===== config.mk =====
export PLATFORM = sky130hd
export DESIGN_NAME = rfppc_top
export DESIGN_NICKNAME = d
export VERILOG_FILES = /design/src/logic/rfppc_top.v
export VERILOG_INCLUDE_DIRS = /design/src /design/src/common
export SDC_FILE = /design/constraint.sdc
export NUM_CORES = 1
export LEC_CHECK = 0
export BUFFER_PORTS_ARGS = -buffer_cell sky130_fd_sc_hd__clkbuf_2
export CORE_ASPECT_RATIO = 0.7
export CORE_UTILIZATION = 45
export CTS_BUF_LIST = sky130_fd_sc_hd__clkbuf_8
export DETAILED_ROUTE_END_ITERATION = 16
export SYNTH_ARGS = -nofsm -noshare
export SYNTH_HDL_FRONTEND = slang
export SYNTH_SLANG_ARGS = --single-unit

===== constraint.sdc =====
create_clock -name CLK -period 289.9 [get_ports CLK]
set_input_delay 28.99 -clock CLK [delete_from_list [all_inputs] [get_ports CLK]]
set_output_delay 28.99 -clock CLK [all_outputs]
set_load 0.02 [all_outputs]

===== src/common/rfppc_defs.vh =====
// Purpose: Constants of the regulator fault, power-good and phase block
// Assumes: Included by bare name from the design files
// Notes: Offsets are byte addresses on the register bus
`ifndef RFPPC_DEFS_VH
`define RFPPC_DEFS_VH

// Clock and timing
`define RFPPC_CLK_KHZ 25000
`define RFPPC_US_CYC (`RFPPC_CLK_KHZ / 1000)
`define RFPPC_HICCUP_MS 40
`define RFPPC_HICCUP_CYC (`RFPPC_HICCUP_MS * `RFPPC_CLK_KHZ)
`define RFPPC_FILT_CYC 16
`define RFPPC_STRAP_CYC 3

// Register byte offsets
`define RFPPC_REG_CTRL 8'h00
`define RFPPC_REG_VLIM 8'h04
`define RFPPC_REG_RESP 8'h08
`define RFPPC_REG_ILIM 8'h0c
`define RFPPC_REG_PGDLY 8'h10
`define RFPPC_REG_FREQ 8'h14
`define RFPPC_REG_INTLV 8'h18
`define RFPPC_REG_STAT 8'h1c

// Control fields
`define RFPPC_CTRL_EN 0
`define RFPPC_CTRL_CLR 1
`define RFPPC_CTRL_OD 2
`define RFPPC_CTRL_SYNC_LO 3
`define RFPPC_CTRL_SYNC_HI 4
`define RFPPC_CTRL_FOVR 5

// Response fields, set bit selects restart mode in dual and single modes
`define RFPPC_RESP_VOLT 0
`define RFPPC_RESP_OC 1
`define RFPPC_RESP_RC 2

// Reset values
`define RFPPC_CTRL_RST 32'h0000_0000
`define RFPPC_VLIM_RST 32'h555a_556e
`define RFPPC_RESP_RST 3'h1
`define RFPPC_RC_LIM_RST 8'h0a
`define RFPPC_PGDLY_RST 16'h000a
`define RFPPC_FREQ_RST 11'h000

// Sync pin modes
`define RFPPC_SYNC_INT 2'h0
`define RFPPC_SYNC_IN 2'h1
`define RFPPC_SYNC_OUT 2'h2

// Circuit modes from the configuration strap
`define RFPPC_MODE_DUAL 2'h0
`define RFPPC_MODE_SINGLE 2'h1
`define RFPPC_MODE_MASTER 2'h2
`define RFPPC_MODE_SLAVE 2'h3

`endif


===== src/logic/rfppc_top.v =====
// Purpose: Fault response, power-good, strap decode and phase spreading
// Assumes: Measurements come from logic on CLK; straps and sync are pins
// Notes: One regulated channel; percent values are of the nominal output
`timescale 1ns/1ps
`include "rfppc_defs.vh"

module rfppc_top #(
  parameter HICCUP_CYCLES = `RFPPC_HICCUP_CYC,
  parameter PERIOD_W = 16
) (
  // Clock and reset
  input wire CLK,
  input wire RST,
  // Register bus
  input wire [7:0] AVS_ADDRESS,
  input wire AVS_READ,
  input wire AVS_WRITE,
  input wire [31:0] AVS_WRITEDATA,
  input wire [3:0] AVS_BYTEENABLE,
  output reg [31:0] AVS_READDATA,
  output reg AVS_WAITREQUEST,
  // Measurements and power stage
  input wire [7:0] VOUT_PCT,
  input wire [8:0] IOUT_AMP,
  input wire RAMP_DONE,
  output reg OUTPUT_RUN,
  // Strap pins
  input wire [4:0] CFG_STRAP,
  input wire [2:0] FREQ_STRAP,
  input wire [6:0] BUS_ADDR,
  // Power-good pin
  output reg POWER_GOOD_OUT,
  output reg POWER_GOOD_OE,
  // Sync pin and PWM timing
  input wire SYNC_IN,
  output reg SYNC_OUT,
  output reg SYNC_OE,
  output reg PWM_TRIGGER
);

  localparam ST_OFF = 3'h0;
  localparam ST_RAMP = 3'h1;
  localparam ST_ON = 3'h2;
  localparam ST_LATCH = 3'h3;
  localparam ST_HICCUP = 3'h4;

  // Strap decode: {mode, limit page 1, limit page 0}
  function [13:0] cfg_decode;
    input [4:0] code;
    begin
      case (code)
        5'h00: cfg_decode = {`RFPPC_MODE_DUAL, 6'h23, 6'h23};
        5'h01: cfg_decode = {`RFPPC_MODE_DUAL, 6'h2d, 6'h2d};
        5'h02: cfg_decode = {`RFPPC_MODE_DUAL, 6'h37, 6'h37};
        5'h03: cfg_decode = {`RFPPC_MODE_DUAL, 6'h3c, 6'h3c};
        5'h04: cfg_decode = {`RFPPC_MODE_DUAL, 6'h23, 6'h2d};
        5'h05: cfg_decode = {`RFPPC_MODE_DUAL, 6'h23, 6'h37};
        5'h06: cfg_decode = {`RFPPC_MODE_DUAL, 6'h2d, 6'h37};
        5'h07: cfg_decode = {`RFPPC_MODE_DUAL, 6'h2d, 6'h23};
        5'h08: cfg_decode = {`RFPPC_MODE_DUAL, 6'h37, 6'h23};
        5'h09: cfg_decode = {`RFPPC_MODE_DUAL, 6'h37, 6'h2d};
        5'h0a: cfg_decode = {`RFPPC_MODE_SINGLE, 6'h23, 6'h23};
        5'h0b: cfg_decode = {`RFPPC_MODE_SINGLE, 6'h2d, 6'h2d};
        5'h0c: cfg_decode = {`RFPPC_MODE_SINGLE, 6'h37, 6'h37};
        5'h0d: cfg_decode = {`RFPPC_MODE_MASTER, 6'h23, 6'h23};
        5'h0e: cfg_decode = {`RFPPC_MODE_SLAVE, 6'h23, 6'h23};
        5'h0f: cfg_decode = {`RFPPC_MODE_MASTER, 6'h2d, 6'h2d};
        5'h10: cfg_decode = {`RFPPC_MODE_SLAVE, 6'h2d, 6'h2d};
        5'h11: cfg_decode = {`RFPPC_MODE_MASTER, 6'h37, 6'h37};
        5'h12: cfg_decode = {`RFPPC_MODE_SLAVE, 6'h37, 6'h37};
        5'h13: cfg_decode = {`RFPPC_MODE_SINGLE, 6'h14, 6'h14};
        5'h15: cfg_decode = {`RFPPC_MODE_DUAL, 6'h23, 6'h23};
        default: cfg_decode = {`RFPPC_MODE_DUAL, 6'h14, 6'h14};
      endcase
    end
  endfunction

  // Strap code to switching frequency in kHz
  function [10:0] freq_decode;
    input [2:0] code;
    begin
      case (code)
        3'h1: freq_decode = 11'd432;
        3'h2: freq_decode = 11'd457;
        3'h3: freq_decode = 11'd533;
        3'h4: freq_decode = 11'd571;
        3'h5: freq_decode = 11'd615;
        3'h6: freq_decode = 11'd727;
        3'h7: freq_decode = 11'd800;
        default: freq_decode = 11'd400;
      endcase
    end
  endfunction

  // Byte-lane merge of a bus write
  function [31:0] be_merge;
    input [31:0] old;
    input [31:0] data;
    input [3:0] be;
    integer i;
    begin
      be_merge = old;
      for (i = 0; i < 4; i = i + 1) begin
        if (be[i]) begin
          be_merge[i*8 +: 8] = data[i*8 +: 8];
        end
      end
    end
  endfunction

  // Pin synchronisers
  reg [4:0] cfg_s1, cfg_s2;
  reg [2:0] frq_s1, frq_s2;
  reg [6:0] adr_s1, adr_s2;
  reg sync_s1, sync_s2, sync_q;
  // Strap capture
  reg [1:0] strap_cnt;
  reg strap_ready;
  reg [1:0] circuit_mode;
  reg [5:0] oc_lim_b;
  reg [10:0] strap_freq;
  // Registers
  reg [31:0] ctrl;
  reg [31:0] vlim;
  reg [2:0] resp;
  reg [7:0] oc_lim;
  reg [7:0] rc_lim;
  reg [15:0] pg_delay;
  reg [10:0] freq_reg;
  reg [3:0] order;
  reg [3:0] group;
  reg clr_pulse;
  // Fault machine
  reg [2:0] state, next_state;
  reg en_q;
  reg [31:0] hic_cnt;
  reg f_ov, f_uv, f_oc, f_rc;
  reg [4:0] oc_cnt, rc_cnt;
  // Power-good
  reg pg;
  reg [23:0] pg_cnt;
  // Phase timing
  reg [PERIOD_W-1:0] int_cnt;
  reg [PERIOD_W-1:0] ph_cnt;
  reg ph_run;
  reg [31:0] rd_mux;
  wire [13:0] cfg_code = cfg_decode(cfg_s2);
  wire [31:0] pgdly_wr = be_merge({16'h0000, pg_delay}, AVS_WRITEDATA,
    AVS_BYTEENABLE);
  wire [31:0] freq_wr = be_merge({21'h000000, freq_reg}, AVS_WRITEDATA,
    AVS_BYTEENABLE);

  wire wr_en = AVS_WRITE && !AVS_WAITREQUEST;
  wire [7:0] ov_lim = vlim[7:0];
  wire [7:0] uv_lim = vlim[15:8];
  wire [7:0] pg_on = vlim[23:16];
  wire [7:0] pg_off = vlim[31:24];
  wire enable = ctrl[`RFPPC_CTRL_EN] && strap_ready;
  wire en_rise = enable && !en_q;
  wire [1:0] sync_mode = ctrl[`RFPPC_CTRL_SYNC_HI:`RFPPC_CTRL_SYNC_LO];
  wire running = (state == ST_RAMP) || (state == ST_ON);
  wire sharing = circuit_mode[1];
  wire droop = circuit_mode[1];
  wire [8:0] iout_mag = IOUT_AMP[8] ? (~IOUT_AMP + 9'h001) : IOUT_AMP;
  wire oc_now = !IOUT_AMP[8] && (iout_mag > {1'b0, oc_lim});
  wire rc_now = IOUT_AMP[8] && (iout_mag > {1'b0, rc_lim});

  wire ov_det = running && (VOUT_PCT > ov_lim);
  wire uv_det = (state == ST_ON) && (VOUT_PCT < uv_lim);
  wire oc_det = (state == ST_ON) && (oc_cnt == `RFPPC_FILT_CYC);
  wire rc_det = (state == ST_ON) && (rc_cnt == `RFPPC_FILT_CYC);
  wire any_fault = ov_det || uv_det || oc_det || rc_det;

  // one choice for both voltage faults
  // current faults latch unless restart is chosen outside master and slave modes
  wire want_hiccup = !sharing &&
    (!(ov_det || uv_det) || resp[`RFPPC_RESP_VOLT]) &&
    (!oc_det || resp[`RFPPC_RESP_OC]) &&
    (!rc_det || resp[`RFPPC_RESP_RC]);

  wire [10:0] freq = (ctrl[`RFPPC_CTRL_FOVR] && freq_reg != 11'h000) ?
    freq_reg : strap_freq;
  wire [11:0] eff_freq = (circuit_mode == `RFPPC_MODE_SINGLE) ?
    {freq, 1'b0} : {1'b0, freq};
  wire [31:0] period_full = `RFPPC_CLK_KHZ / freq;
  wire [PERIOD_W-1:0] period = period_full[PERIOD_W-1:0];
  wire [4:0] group_n = (group == 4'h0) ? 5'h10 : {1'b0, group};
  // offset is period times order over group
  wire [PERIOD_W+3:0] ph_prod = period * order;
  wire [PERIOD_W+3:0] ph_div = ph_prod / group_n;
  wire [PERIOD_W-1:0] ph_off = ph_div[PERIOD_W-1:0];
  wire [31:0] pg_delay_full = pg_delay * `RFPPC_US_CYC;
  wire [23:0] pg_delay_cyc = pg_delay_full[23:0];

  wire int_edge = (int_cnt == period - 1'b1);
  wire ext_edge = sync_s2 && !sync_q;
  // only input mode listens to the pin
  wire ref_edge = (sync_mode == `RFPPC_SYNC_IN) ? ext_edge : int_edge;

  // Pin synchronisers and strap capture
  always @(posedge CLK) begin
    if (RST) begin
      cfg_s1 <= 5'h00;
      cfg_s2 <= 5'h00;
      frq_s1 <= 3'h0;
      frq_s2 <= 3'h0;
      adr_s1 <= 7'h00;
      adr_s2 <= 7'h00;
      sync_s1 <= 1'b0;
      sync_s2 <= 1'b0;
      sync_q <= 1'b0;
      strap_cnt <= 2'h0;
      strap_ready <= 1'b0;
      circuit_mode <= `RFPPC_MODE_DUAL;
      oc_lim_b <= 6'h00;
      strap_freq <= 11'd400;
    end else begin
      cfg_s1 <= CFG_STRAP;
      cfg_s2 <= cfg_s1;
      frq_s1 <= FREQ_STRAP;
      frq_s2 <= frq_s1;
      adr_s1 <= BUS_ADDR;
      adr_s2 <= adr_s1;
      sync_s1 <= SYNC_IN;
      sync_s2 <= sync_s1;
      sync_q <= sync_s2;
      if (!strap_ready) begin
        strap_cnt <= strap_cnt + 2'h1;
        if (strap_cnt == `RFPPC_STRAP_CYC) begin
          strap_ready <= 1'b1;
          circuit_mode <= cfg_code[13:12];
          oc_lim_b <= cfg_code[11:6];
          strap_freq <= freq_decode(frq_s2);
        end
      end
    end
  end

  // Register file
  always @(posedge CLK) begin
    if (RST) begin
      ctrl <= `RFPPC_CTRL_RST;
      vlim <= `RFPPC_VLIM_RST;
      resp <= `RFPPC_RESP_RST;
      oc_lim <= 8'h00;
      rc_lim <= `RFPPC_RC_LIM_RST;
      pg_delay <= `RFPPC_PGDLY_RST;
      freq_reg <= `RFPPC_FREQ_RST;
      order <= 4'h0;
      group <= 4'h0;
      clr_pulse <= 1'b0;
    end else begin
      clr_pulse <= 1'b0;
      if (!strap_ready && strap_cnt == `RFPPC_STRAP_CYC) begin
        oc_lim <= {2'h0, cfg_code[5:0]};
        order <= adr_s2[3:0];
        group <= 4'h0;
      end else if (wr_en) begin
        case (AVS_ADDRESS)
          `RFPPC_REG_CTRL: begin
            ctrl <= be_merge(ctrl, AVS_WRITEDATA, AVS_BYTEENABLE) &
              32'h0000_003d;
            clr_pulse <= AVS_BYTEENABLE[0] &&
              AVS_WRITEDATA[`RFPPC_CTRL_CLR];
          end
          `RFPPC_REG_VLIM:
            vlim <= be_merge(vlim, AVS_WRITEDATA, AVS_BYTEENABLE);
          `RFPPC_REG_RESP:
            if (AVS_BYTEENABLE[0]) begin
              resp <= AVS_WRITEDATA[2:0];
            end
          `RFPPC_REG_ILIM: begin
            if (AVS_BYTEENABLE[0]) begin
              oc_lim <= AVS_WRITEDATA[7:0];
            end
            if (AVS_BYTEENABLE[1]) begin
              rc_lim <= AVS_WRITEDATA[15:8];
            end
          end
          `RFPPC_REG_PGDLY:
            pg_delay <= pgdly_wr[15:0];
          `RFPPC_REG_FREQ:
            freq_reg <= freq_wr[10:0];
          `RFPPC_REG_INTLV:
            if (AVS_BYTEENABLE[0]) begin
              order <= AVS_WRITEDATA[3:0];
              group <= AVS_WRITEDATA[7:4];
            end
          default: begin
          end
        endcase
      end
    end
  end

  // Read data and status
  always @* begin
    case (AVS_ADDRESS)
      `RFPPC_REG_CTRL: rd_mux = ctrl;
      `RFPPC_REG_VLIM: rd_mux = vlim;
      `RFPPC_REG_RESP: rd_mux = {29'h00000000, resp};
      `RFPPC_REG_ILIM: rd_mux = {10'h000, oc_lim_b, rc_lim, oc_lim};
      `RFPPC_REG_PGDLY: rd_mux = {16'h0000, pg_delay};
      `RFPPC_REG_FREQ: rd_mux = {21'h000000, freq_reg};
      `RFPPC_REG_INTLV: rd_mux = {24'h000000, group, order};
      `RFPPC_REG_STAT: rd_mux = {4'h0, eff_freq, 3'h0, strap_ready, droop,
        circuit_mode, state == ST_HICCUP, state == ST_LATCH,
        state == ST_RAMP, running, pg, f_rc, f_oc, f_uv, f_ov};
      default: rd_mux = 32'h0000_0000;
    endcase
  end

  // Bus handshake: one wait cycle, then accept
  always @(posedge CLK) begin
    if (RST) begin
      AVS_WAITREQUEST <= 1'b1;
      AVS_READDATA <= 32'h0000_0000;
    end else if (!AVS_WAITREQUEST) begin
      AVS_WAITREQUEST <= 1'b1;
    end else if (AVS_READ || AVS_WRITE) begin
      AVS_WAITREQUEST <= 1'b0;
      if (AVS_READ) begin
        AVS_READDATA <= rd_mux;
      end
    end
  end

  // Fault state transitions
  always @* begin
    next_state = state;
    case (state)
      ST_OFF:
        if (enable) begin
          next_state = ST_RAMP;
        end
      ST_RAMP, ST_ON:
        if (!enable) begin
          next_state = ST_OFF;
        end else if (any_fault) begin
          next_state = want_hiccup ? ST_HICCUP : ST_LATCH;
        end else if (state == ST_RAMP && RAMP_DONE) begin
          next_state = ST_ON;
        end
      ST_LATCH:
        if (clr_pulse || en_rise) begin
          next_state = enable ? ST_RAMP : ST_OFF;
        end
      ST_HICCUP:
        if (!enable) begin
          next_state = ST_OFF;
        end else if (hic_cnt == 32'h0000_0000) begin
          next_state = ST_RAMP;
        end
      default: next_state = ST_OFF;
    endcase
  end

  always @(posedge CLK) begin
    if (RST) begin
      state <= ST_OFF;
      en_q <= 1'b0;
      hic_cnt <= 32'h0000_0000;
      oc_cnt <= 5'h00;
      rc_cnt <= 5'h00;
      f_ov <= 1'b0;
      f_uv <= 1'b0;
      f_oc <= 1'b0;
      f_rc <= 1'b0;
      OUTPUT_RUN <= 1'b0;
    end else begin
      state <= next_state;
      en_q <= enable;
      OUTPUT_RUN <= (next_state == ST_RAMP) || (next_state == ST_ON);
      if (state == ST_ON && oc_now) begin
        oc_cnt <= (oc_cnt == `RFPPC_FILT_CYC) ? oc_cnt : oc_cnt + 5'h01;
      end else begin
        oc_cnt <= 5'h00;
      end
      if (state == ST_ON && rc_now) begin
        rc_cnt <= (rc_cnt == `RFPPC_FILT_CYC) ? rc_cnt : rc_cnt + 5'h01;
      end else begin
        rc_cnt <= 5'h00;
      end
      if (next_state == ST_HICCUP && state != ST_HICCUP) begin
        hic_cnt <= HICCUP_CYCLES - 1;
      end else if (state == ST_HICCUP && hic_cnt != 32'h0000_0000) begin
        hic_cnt <= hic_cnt - 32'h0000_0001;
      end
      // Sticky flags: a new fault wins over clear
      f_ov <= ov_det || (f_ov && !clr_pulse);
      f_uv <= uv_det || (f_uv && !clr_pulse);
      f_oc <= oc_det || (f_oc && !clr_pulse);
      f_rc <= rc_det || (f_rc && !clr_pulse);
    end
  end

  // Power-good tracking
  always @(posedge CLK) begin
    if (RST) begin
      pg <= 1'b0;
      pg_cnt <= 24'h000000;
    end else if (state != ST_ON || any_fault) begin
      pg <= 1'b0;
      pg_cnt <= 24'h000000;
    end else if (!pg) begin
      if (VOUT_PCT >= pg_on) begin
        if (pg_cnt >= pg_delay_cyc) begin
          pg <= 1'b1;
        end else begin
          pg_cnt <= pg_cnt + 24'h000001;
        end
      end else begin
        pg_cnt <= 24'h000000;
      end
    end else if (VOUT_PCT < pg_off) begin
      pg <= 1'b0;
      pg_cnt <= 24'h000000;
    end
  end

  // Pin drivers
  always @(posedge CLK) begin
    if (RST) begin
      POWER_GOOD_OUT <= 1'b0;
      POWER_GOOD_OE <= 1'b1;
      SYNC_OUT <= 1'b0;
      SYNC_OE <= 1'b0;
    end else begin
      POWER_GOOD_OUT <= ctrl[`RFPPC_CTRL_OD] ? 1'b0 : pg;
      POWER_GOOD_OE <= ctrl[`RFPPC_CTRL_OD] ? !pg : 1'b1;
      SYNC_OE <= (sync_mode == `RFPPC_SYNC_OUT);
      SYNC_OUT <= (sync_mode == `RFPPC_SYNC_OUT) &&
        (int_cnt < {1'b0, period[PERIOD_W-1:1]});
    end
  end

  // Internal reference and phase-delayed PWM trigger
  always @(posedge CLK) begin
    if (RST) begin
      int_cnt <= {PERIOD_W{1'b0}};
      ph_cnt <= {PERIOD_W{1'b0}};
      ph_run <= 1'b0;
      PWM_TRIGGER <= 1'b0;
    end else begin
      int_cnt <= int_edge ? {PERIOD_W{1'b0}} : int_cnt + 1'b1;
      PWM_TRIGGER <= 1'b0;
      if (ref_edge) begin
        ph_cnt <= {{(PERIOD_W-1){1'b0}}, 1'b1};
        ph_run <= (ph_off != {PERIOD_W{1'b0}});
        PWM_TRIGGER <= (ph_off == {PERIOD_W{1'b0}});
      end else if (ph_run) begin
        ph_cnt <= ph_cnt + 1'b1;
        if (ph_cnt == ph_off) begin
          PWM_TRIGGER <= 1'b1;
          ph_run <= 1'b0;
        end
      end
    end
  end

endmodule // rfppc_top

==> flow_summary.toml <==
[outcome]
outcome = "finished, final reports clean"

[sta]
hold_viol = 0
period_needed_ns = 147.22
report.final.slew_viol_count = 0
setup_violations = 0
slew_headroom_pct = 19.7
fin_crit_sh_pct = 50.8
worst_pin_slew_ns = 1.20
fin_setup_tns_ns = 0
rsz0062_at_grt = "no"
finClkSkew_ns = 0.0318
fmax_ghz = 0.00679

[worst_setup_path]
path_class = "flip-flop to flip-flop"
crit_path_max_fanout = 37
r2r-end = "PWM_TRIGGER$_SDFF_PP0_"
endpoint_kind = "flip-flop"
rrSetupSlack_ns = 142.68
cpPeakStageDelay_ns = 0.78
reg2reg_depth = 624
timing.rr.start = "freq_reg[0]$_SDFFE_PP0P_"
crit_required_ns = 290.39
crit_top_cell = "o21ai_0"
critPathLaunchType = "flip-flop"
crit_arrival_ns = 147.71
critPathSlowestCell = "nor3_1"

[route]
drc = 0
totalWireLength_mm = 146
wl_per_cell_um = 18.2
vias = 48900
ant_nets = 0
drt-initial-drc-count = 3843
drt_pass1_iterations = 7
vias_per_cell = 6.08

[finish]
stdcell_count = 8038
syn_to_final_growth_pct = 6.02
top_regs = "AVS_READDATA x32, hic_cnt x32, vlim x32"
drive_gt1_share_pct = 8.11
antenna_cells = 0
fin_nets = 7244

[clock_tree]
numCtsBuffers = 47
htree_levels = 2
cts-resized-gates = 0
numClockSinks = 294
insertion_delay_ns = 0.60
cts_tree = "done"
clkTransAtPathRegs_ns = 0.07
post_cts_buffers = 0
clock_path_buffers = 3
hold_buffers = 0
clockRootBuffer = "clkbuf_8"

[logic_synthesis]
synthTopCellsByArea = "ha_1 14%, dfxtp_1 12%, nor2_1 5.3%, a21oi_1 5.3%, nand2_1 4.6%"
synth_warnings = 0
ys_ff_latch = 294
syn-num-nets = 7255
synthArstFlopShare_pct = 0
synth_top_area_share_pct = 13.9
synth_area_mm2 = 0.0478
yosysUniqueCellTypes = 135
post-synth-top-count-cell = "nor2_1"
synth_edf_count = 0
yosys-top-cells-count = "679 x nor2_1, 584 x nand2_1, 532 x ha_1"
synth_sequential_area_ratio_pct = 12.3
syn_area_per_cell_um2 = 7.24
yosysTopAreaCell = "ha_1"
synthCells = 6602
synthFlopType = "dfxtp_1"

[place]
dpl.cell_count = 7955
io_buffers = 117
gp_congestion = 0.928
dp_hpwl_mm = 115

[floorplan]
die_h_um = 275
die_w_um = 392
start_util_pct = 45.6
dieArea_mm2 = 0.108
fp.coreArea_mm2 = 0.105
placementRows = 99
io_pins = 121

[global_route]
grt_overflow = 0
grt_use_total_pct = 26.2
grt_pass1_vias = 44800
grt_max_degree = 65
grt_antenna_before_repair = 3
grt_first_pass_wirelength_mm = 237

[min_path]
hp-start = "adr_s1[1]$_SDFF_PP0_"
hold_path_depth = 1
hold_class = "flip-flop to flip-flop"
min_to = "adr_s2[1]$_SDFF_PP0_"

[flow_run]
maxCapViolations = 0
[worst max-delay path, delay by kind of cell, from the launching register on]
family	cells	cell delay, ns
compound gates	331	69.08
xor+xnor	1	0.28
fa+ha+maj	54	17.57
buf+inv	31	8.19
flops	1	0.40
mux	10	3.57
simple gates	197	47.57
[metrics by stage]
step / hold WS (ns) / cell area [um^2] / utilization (%) / worst slack [ns]
3_3_place_gp: 0.425 / 49700 / 47.4 / 146.62
2_1_floorplan: 0.395 / 47800 / - / 166.58
6_report: 0.432 / 50700 / 48.4 / 142.68
4_1_cts: 0.435 / 50700 / 48.4 / 144.60
5_1_grt: 0.449 / 50700 / 48.4 / 129.53
3_5_place_dp: 0.426 / 49700 / 47.4 / 145.32
[how the worst max path moves through the flow]
stage / start / endpoint / slack (ns) / cells past startpoint
floorplan: ctrl[5]$_SDFFE_PP0P_ / ph_run$_SDFF_PP0_ / 166.58 / 674
global placement: freq_reg[0]$_SDFFE_PP0P_ / PWM_TRIGGER$_SDFF_PP0_ / 146.62 / 623
detailed placement: freq_reg[0]$_SDFFE_PP0P_ / PWM_TRIGGER$_SDFF_PP0_ / 145.32 / 623
CTS: freq_reg[0]$_SDFFE_PP0P_ / PWM_TRIGGER$_SDFF_PP0_ / 144.60 / 624
global route: freq_reg[0]$_SDFFE_PP0P_ / PWM_TRIGGER$_SDFF_PP0_ / 129.53 / 625
finish: freq_reg[0]$_SDFFE_PP0P_ / PWM_TRIGGER$_SDFF_PP0_ / 142.68 / 624
[kinds of logic (layout without fill, tap and decap cells)]
logic type / count (synthesis) / in the layout / share of synthesized area (%)
buffers and inverters: 563 / 585 / 4.59
xor gates and xnor gates: 397 / 397 / 7.27
AOI/OAI and AO/OA: 2018 / 2018 / 29.2
DFF: 294 / 294 / 12.3
and+or+nand+nor: 2580 / 2580 / 27.1
adders and majority gates: 572 / 572 / 15.6
muxes: 178 / 178 / 4.00
[layer usage]
layer  vias to the layer above  wire, um  GRT usage [%]
li1                      24400         -              -
met1                     22900     76100           40.6
met2                      1395     59000           39.5
met3                       100      9690           2.66
met4                         0      1230           2.95
met5                         -         0              0
[area by class of cell]
class,instances,area (um^2)
clock buffer,58,798
clock inverter,24,189
fill,10600,54100
inverter,327,1230
multi-input combinational,5745,39800
sequential,294,5890
tap,1414,1770
timing repair buffer,176,1030
[placed cells by master (no fill, tap or decap), types with 27 or more instances in the layout]
cell type / n
or2_2: 49
a21o_1: 182
and4_1: 28
o21a_1: 159
nand2_1: 584
or3_1: 71
o211ai_1: 89
dfxtp_1: 294
clkbuf_2: 116
nor4_1: 61
o21ai_1: 32
nand4_1: 78
o21ai_0: 307
a22oi_1: 61
a211oi_1: 39
a21oi_1: 502
fa_1: 39
nor2_1: 679
ha_1: 532
and2_1: 104
xor2_1: 152
clkbuf_8: 58
nand2b_1: 134
o31ai_1: 76
o21bai_1: 27
mux2i_1: 81
mux2_2: 90
o22ai_1: 31
and3_1: 83
xnor2_1: 245
a31oi_1: 83
nor2b_1: 102
buf_4: 58
nor3_1: 228
nand3_1: 223
a21boi_0: 33
inv_1: 328
Power is left out: the tool's default activity adds up to more than one toggle a clock period on the data nets, which glitch-free logic cannot reach.
